--- config.mk ---
export PLATFORM = sky130hd
export DESIGN_NAME = caf_top
export DESIGN_NICKNAME = d
export VERILOG_FILES = /design/src/caf_pkg.sv /design/src/caf_filter_slot.sv /design/src/caf_top.sv
export SDC_FILE = /design/constraint.sdc
export NUM_CORES = 1
export LEC_CHECK = 0
export BUFFER_PORTS_ARGS = -buffer_cell sky130_fd_sc_hd__buf_2
export CAP_MARGIN = 15
export CORE_MARGIN = 8
export CORE_UTILIZATION = 30
export CTS_CLUSTER_DIAMETER = 30
export DETAILED_ROUTE_END_ITERATION = 6
export GPL_TIMING_DRIVEN = 0
export PLACE_DENSITY = 0.63
export SYNTH_ARGS = -nofsm -noshare
export SYNTH_HDL_FRONTEND = slang
export SYNTH_SLANG_ARGS = --single-unit
--- constraint.sdc ---
create_clock -name aclk -period 2 [get_ports aclk]
set_clock_uncertainty 0.05 [all_clocks]
set_input_delay 0.2 -clock aclk [delete_from_list [all_inputs] [get_ports aclk]]
set_output_delay 0.2 -clock aclk [all_outputs]
set_load 0.1 [all_outputs]
--- src/caf_pkg.sv ---
package caf_pkg;
   // ****************************************************************
   // register map
   // ****************************************************************
   localparam logic [7:0] CAF_CTRL5_OFFSET = 8'h00;
   localparam int CAF_ADDR_W = 8;
   localparam int CAF_DATA_W = 32;
   localparam int CAF_STRB_W = 4;

   // ****************************************************************
   // field layout
   // ****************************************************************
   localparam int CAF_MASK_W = 2;
   localparam int CAF_BUF_W = 5;
   localparam int CAF_SLOT_W = 8;
   localparam int CAF_MASK_N = 4;
   localparam int CAF_EN_POS = 7;
   localparam int CAF_MASK_LSB = 5;
   localparam int CAF_BUF_LSB = 0;
   localparam int CAF_F20_LSB = 0;
   localparam int CAF_F21_LSB = 8;
   localparam int CAF_F20_LANE = 0;
   localparam int CAF_F21_LANE = 1;

   // ****************************************************************
   // reset values and bus answers
   // ****************************************************************
   localparam logic CAF_EN_RESET = 1'b0;
   localparam logic [CAF_MASK_W-1:0] CAF_MASK_RESET = 2'h0;
   localparam logic [CAF_BUF_W-1:0] CAF_BUF_RESET = 5'h00;
   localparam logic [1:0] CAF_RESP_OKAY = 2'h0;
   localparam logic [1:0] CAF_RESP_SLVERR = 2'h2;
   localparam logic [CAF_DATA_W-1:0] CAF_RDATA_ZERO = 32'h0000_0000;
endpackage

--- src/caf_filter_slot.sv ---
`timescale 1ns/1ps
module caf_filter_slot
   import caf_pkg::*;
#(
   parameter int MASK_W = CAF_MASK_W,
   parameter int BUF_W = CAF_BUF_W
) (
   // clock and reset
   input wire logic aclk,
   input wire logic aresetn,
   // settings write
   input wire logic wr,
   input wire logic [CAF_SLOT_W-1:0] wbyte,
   // settings out
   output logic enable,
   output logic [MASK_W-1:0] mask_choice,
   output logic [BUF_W-1:0] buffer_choice,
   output logic [CAF_MASK_N-1:0] mask_onehot,
   output logic [CAF_SLOT_W-1:0] rbyte
);
   // ****************************************************************
   // enable flag
   // ****************************************************************
   always_ff @(posedge aclk) begin
      if (!aresetn) begin
         enable <= CAF_EN_RESET;
      end else if (wr) begin
         enable <= wbyte[CAF_EN_POS];
      end
   end

   // ****************************************************************
   // mask and buffer choice, locked while enabled
   // ****************************************************************
   always_ff @(posedge aclk) begin
      if (!aresetn) begin
         mask_choice <= CAF_MASK_RESET;
         buffer_choice <= CAF_BUF_RESET;
      end else if (wr && !enable) begin
         mask_choice <= wbyte[CAF_MASK_LSB +: MASK_W];
         buffer_choice <= wbyte[CAF_BUF_LSB +: BUF_W];
      end
   end

   // ****************************************************************
   // mask decode and readback
   // ****************************************************************
   always_comb begin
      mask_onehot = '0;
      mask_onehot[mask_choice] = 1'b1;
      rbyte = '0;
      rbyte[CAF_EN_POS] = enable;
      rbyte[CAF_MASK_LSB +: MASK_W] = mask_choice;
      rbyte[CAF_BUF_LSB +: BUF_W] = buffer_choice;
   end
endmodule

--- src/caf_top.sv ---
// Chosen here: the AXI4-Lite register port and the address map.
`timescale 1ns/1ps
module caf_top
   import caf_pkg::*;
#(
   parameter int MASK_W = CAF_MASK_W,
   parameter int BUF_W = CAF_BUF_W
) (
   // clock and reset
   input wire logic aclk,
   input wire logic aresetn,
   // axi4-lite write address
   input wire logic awvalid,
   output logic awready,
   input wire logic [CAF_ADDR_W-1:0] awaddr,
   input wire logic [2:0] awprot,
   // axi4-lite write data
   input wire logic wvalid,
   output logic wready,
   input wire logic [CAF_DATA_W-1:0] wdata,
   input wire logic [CAF_STRB_W-1:0] wstrb,
   // axi4-lite write response
   output logic bvalid,
   input wire logic bready,
   output logic [1:0] bresp,
   // axi4-lite read address
   input wire logic arvalid,
   output logic arready,
   input wire logic [CAF_ADDR_W-1:0] araddr,
   input wire logic [2:0] arprot,
   // axi4-lite read data
   output logic rvalid,
   input wire logic rready,
   output logic [CAF_DATA_W-1:0] rdata,
   output logic [1:0] rresp,
   // filter 20 settings
   output logic filter20_enable,
   output logic [MASK_W-1:0] filter20_mask_choice,
   output logic [CAF_MASK_N-1:0] filter20_mask_onehot,
   output logic [BUF_W-1:0] filter20_buffer_choice,
   // filter 21 settings
   output logic filter21_enable,
   output logic [MASK_W-1:0] filter21_mask_choice,
   output logic [CAF_MASK_N-1:0] filter21_mask_onehot,
   output logic [BUF_W-1:0] filter21_buffer_choice,
   // match steering
   input wire logic filter20_hit,
   input wire logic filter21_hit,
   output logic store_valid,
   output logic [BUF_W-1:0] store_buffer
);
   // ****************************************************************
   // write channel capture
   // ****************************************************************
   logic aw_held;
   logic w_held;
   logic [CAF_ADDR_W-1:0] aw_addr;
   logic [CAF_DATA_W-1:0] w_data;
   logic [CAF_STRB_W-1:0] w_strb;
   logic do_write;
   logic wr_hit;
   logic wr20;
   logic wr21;
   logic [CAF_SLOT_W-1:0] rbyte20;
   logic [CAF_SLOT_W-1:0] rbyte21;
   logic [CAF_DATA_W-1:0] ctrl5_value;

   assign awready = !aw_held && !bvalid;
   assign wready = !w_held && !bvalid;
   assign do_write = aw_held && w_held && !bvalid;
   assign wr_hit = aw_addr == CAF_CTRL5_OFFSET;
   assign wr20 = do_write && wr_hit && w_strb[CAF_F20_LANE];
   assign wr21 = do_write && wr_hit && w_strb[CAF_F21_LANE];

   always_ff @(posedge aclk) begin
      if (!aresetn) begin
         aw_held <= 1'b0;
         aw_addr <= '0;
      end else if (awvalid && awready) begin
         aw_held <= 1'b1;
         aw_addr <= awaddr;
      end else if (do_write) begin
         aw_held <= 1'b0;
      end
   end

   always_ff @(posedge aclk) begin
      if (!aresetn) begin
         w_held <= 1'b0;
         w_data <= '0;
         w_strb <= '0;
      end else if (wvalid && wready) begin
         w_held <= 1'b1;
         w_data <= wdata;
         w_strb <= wstrb;
      end else if (do_write) begin
         w_held <= 1'b0;
      end
   end

   // ****************************************************************
   // write response
   // ****************************************************************
   always_ff @(posedge aclk) begin
      if (!aresetn) begin
         bvalid <= 1'b0;
         bresp <= CAF_RESP_OKAY;
      end else if (do_write) begin
         bvalid <= 1'b1;
         bresp <= wr_hit ? CAF_RESP_OKAY : CAF_RESP_SLVERR;
      end else if (bready) begin
         bvalid <= 1'b0;
      end
   end

   // ****************************************************************
   // filter slots
   // ****************************************************************
   caf_filter_slot #(
      .MASK_W(MASK_W),
      .BUF_W(BUF_W)
   ) u_filter20 (
      .aclk(aclk),
      .aresetn(aresetn),
      .wr(wr20),
      .wbyte(w_data[CAF_F20_LSB +: CAF_SLOT_W]),
      .enable(filter20_enable),
      .mask_choice(filter20_mask_choice),
      .buffer_choice(filter20_buffer_choice),
      .mask_onehot(filter20_mask_onehot),
      .rbyte(rbyte20)
   );

   caf_filter_slot #(
      .MASK_W(MASK_W),
      .BUF_W(BUF_W)
   ) u_filter21 (
      .aclk(aclk),
      .aresetn(aresetn),
      .wr(wr21),
      .wbyte(w_data[CAF_F21_LSB +: CAF_SLOT_W]),
      .enable(filter21_enable),
      .mask_choice(filter21_mask_choice),
      .buffer_choice(filter21_buffer_choice),
      .mask_onehot(filter21_mask_onehot),
      .rbyte(rbyte21)
   );

   always_comb begin
      ctrl5_value = CAF_RDATA_ZERO;
      ctrl5_value[CAF_F20_LSB +: CAF_SLOT_W] = rbyte20;
      ctrl5_value[CAF_F21_LSB +: CAF_SLOT_W] = rbyte21;
   end

   // ****************************************************************
   // read channel
   // ****************************************************************
   assign arready = !rvalid;

   always_ff @(posedge aclk) begin
      if (!aresetn) begin
         rvalid <= 1'b0;
         rdata <= CAF_RDATA_ZERO;
         rresp <= CAF_RESP_OKAY;
      end else if (arvalid && arready) begin
         rvalid <= 1'b1;
         if (araddr == CAF_CTRL5_OFFSET) begin
            rdata <= ctrl5_value;
            rresp <= CAF_RESP_OKAY;
         end else begin
            rdata <= CAF_RDATA_ZERO;
            rresp <= CAF_RESP_SLVERR;
         end
      end else if (rready) begin
         rvalid <= 1'b0;
      end
   end

   // ****************************************************************
   // match steering, filter 20 first
   // ****************************************************************
   always_ff @(posedge aclk) begin
      if (!aresetn) begin
         store_valid <= 1'b0;
         store_buffer <= CAF_BUF_RESET;
      end else begin
         store_valid <= (filter20_hit && filter20_enable)
            || (filter21_hit && filter21_enable);
         if (filter20_hit && filter20_enable) begin
            store_buffer <= filter20_buffer_choice;
         end else if (filter21_hit && filter21_enable) begin
            store_buffer <= filter21_buffer_choice;
         end
      end
   end
endmodule

==> results by group <==
Run status
  • Status: finished clean

Layout
  • Register area: 0.00141 mm²
  • Antenna diodes: 0
  • Non-Filler Instances: approximately 560
  • Final Cell Area: about 0.0038 mm²
  • Fill cell count: about 960
  • Util after Layout: 41.2%
  • Share of layout cells above drive strength 1: about 33%
  • Multi-input gate area: about 0.0013 mm²
  • Final Net Count: approximately 520
  • Synthesis-to-finish area growth: 34.5%

Die
  • Core area: between 0.009 and 0.01 mm²
  • Die area: ~0.013 mm²
  • Die width: ~110 µm
  • # rows: 35
  • Initial Util: between 30% and 40%
  • Chip height: 113 µm
  • I/O pin cnt: between 100 and 150

Yosys
  • Synth top cells by count: nand2_1 (74), dfxtp_1 (70), mux2i_1 (24), a21oi_1 (22), nand3_1 (21)
  • Yosys top cell area share: 49.8%
  • Xor/xnor cell area share of the yosys netlist: 0%
  • Mean Syn Cell Area: between 8 and 9 µm²
  • Largest family of logic cells by synthesized area: simple AND/OR/NAND/NOR gates
  • Compound-cell area share of the yosys netlist: approximately 9%
  • Synth async-reset ratio: 0%
  • Main flop type after synthesis: dfxtp_1
  • Multiplexer share of the synthesized area: about 8.5%
  • EDFF count, synth: 0
  • Post-synthesis adder-cell area fraction: 0%
  • Cell variety after synth: 28
  • Post-synthesis cell area: between 0.002 and 0.003 mm²
  • Most common cell in the netlist: nand2_1
  • Sequential area share after synthesis: 49.8%
  • Most area-hungry cell type in the Yosys netlist: dfxtp_1
  • Post-Synth Simple-Gate Area: ~25%
  • Ranking of synthesized cells by area: dfxtp_1 (50%), nand2_1 (9.9%), mux2i_1 (8.5%)
  • Number of synthesized register bits: 70
  • Yosys Warn Count: 0
  • Post-Synthesis Cells: around 330

Global routing
  • Grt ovf: 0
  • Total track usage: roughly an eighth
  • Largest net degree at the start of global routing: 14
  • First-pass GRT wire length: about 12000 µm
  • Vias in the first global route: between 2000 and 3000
  • Initial antenna violation count: 0

Timing
  • Slew Limit Fails: 0
  • Min Hold Slack: 46.5 ps
  • Period utilisation layout: around 87%
  • Slew @ Worst Pin: 588 ps
  • RSZ-0062 raised after global routing: no
  • Final setup margin: 262 ps
  • Final setup fails: 0
  • Rel. slew slack: between 60% and 70%
  • Final min period: around 1700 ps
  • Setup TNS: 0 ps
  • Hold Vio Cnt, Final: 0
  • Fmax: ~0.58 GHz

Routing
  • Drt pass-1 iters: 6
  • Via count: between 2000 and 3000
  • Iteration-0 DRC Markers: 103
  • DR vias/cell: 4.51
  • DRC Markers: 0
  • ANT nets after route: 0
  • Routed len/inst: between 10 and 15 µm
  • WL final: around 8000 µm

Power
  • Static leakage: 1.64 nW
  • Worst vdd ir: 0.000408 V
  • Pwr Total: between 3 and 4 mW
  • Power density cells: 862 mW/mm²

Clock network
  • TritonCTS clock tree: yes
  • Sink Count: 70
  • CTS H-tree depth: 3
  • CTS Buf Count: 9
  • Clk root buf: clkbuf_8
  • Clk Latency, worst-skew pair: ~340 ps
  • Clk buf depth: 2
  • Clk pin slew, worst setup/hold paths: around 80 ps
  • Post-CTS Hold Buffers: 0

Worst setup path
  • CP Class: register to register
  • Required time of the critical path: approximately 2200 ps
  • CP Capture Type: register
  • Crit path max fanout: 10
  • Critical path launch point type: register
  • CP arrival: about 1900 ps

Placement
  • RePlAce Congestion: approximately 0.8
  • Pre-CTS WS: -44.2 ps
  • Port Buffers: 94
  • Post-Place Cells: roughly 550
  • Placed inst area: 0.00353 mm²
  • Estimated wirelength of the detail-placed design: 6300 µm

Flow run
  • Maximum Capacitance Violations: 0

Hold path
  • Min-delay worst type: input port to register
layout by cell type, fill, tap and decap left out, types with 2 or more instances in the layout:
cell type,instances
or4_4,2
mux2i_1,24
clkbuf_1,18
buf_4,19
nor2_1,16
o21ai_1,16
nand4_1,3
conb_1,18
nand3_1,21
clkbuf_8,10
a311oi_1,6
a21oi_1,22
dfxtp_4,2
nand2_1,74
dfxtp_1,67
and2_2,2
nor4_4,2
nor2_2,3
nor2b_2,3
bufinv_16,2
buf_2,94
nand2b_1,7
nor4_1,4
worst paths after layout:
path / slack, ps / to / startpoint / cells past startpoint
hold / removal: 50 / aw_addr[3] / awaddr[3] / 3
setup reg to reg: 260 / store_buffer[3] / u_filter20.enable / 5
setup / recovery: 260 / store_buffer[3] / u_filter20.enable / 5
hold reg to reg: 400 / rdata[10] / rdata[10] / 2
cell type report:
cell class,instances,share of cell area (%)
timing repair buffer,96,13.1
inverter,2,0.297
sequential,70,37.2
tap,111,3.67
buffer,36,5.35
clock inverter,5,2.18
clock buffer,11,3.73
multi-input combinational,233,34.4
timing repair:
item / 4_1_cts / 5_1_grt
endpoints found under the setup margin: 16 / 25
gates resized for setup: 0 / 1
setup buffers: 0 / 2
pin swaps: 2 / 2
power by group:
part           internal, mW  leakage (nW)  switching (mW)
Combinational         0.133         0.958           0.382
Sequential             1.44         0.571          0.0356
Clock                 0.742         0.114           0.536
Total                  2.31          1.64           0.954
flip-flops by register name (all words and copies together), names as in the netlist:
signal	flops
rdata	16
w_data	16
aw_addr	8
store_buffer	5
u_filter20.buffer_choice	5
u_filter21.buffer_choice	5
u_filter20.mask_choice	2
u_filter21.mask_choice	2
w_strb	2
aw_held	1
bresp	1
bvalid	1
rresp	1
rvalid	1
store_valid	1
u_filter20.enable	1
u_filter21.enable	1
w_held	1
critical path, cell delays in order, from the launching register on:
cell	delay, ps
dfxtp_2	340
clkbuf_1	340
a22o_1	240
clkbuf_1	330
nor2_1	70
a311oi_1	270
routing by layer:
metal	share of wire, %	wire length [µm]	track usage [%]	vias up
met5	0	0	0	-
met4	1.8	142	5.15	0
met3	9.6	760	4.95	13
met2	43	3390	18.7	103
met1	46	3590	14.6	1117
li1	-	-	-	1312
cell families (layout without fill, tap and decap cells):
logic type / Yosys count / count (layout)
buf+inv: 39 / 150
other cells: 1 / 18
mux: 24 / 24
simple gates: 146 / 146
flops: 70 / 70
compound gates: 45 / 45
Note: power is estimated with default switching activity, not from simulation.
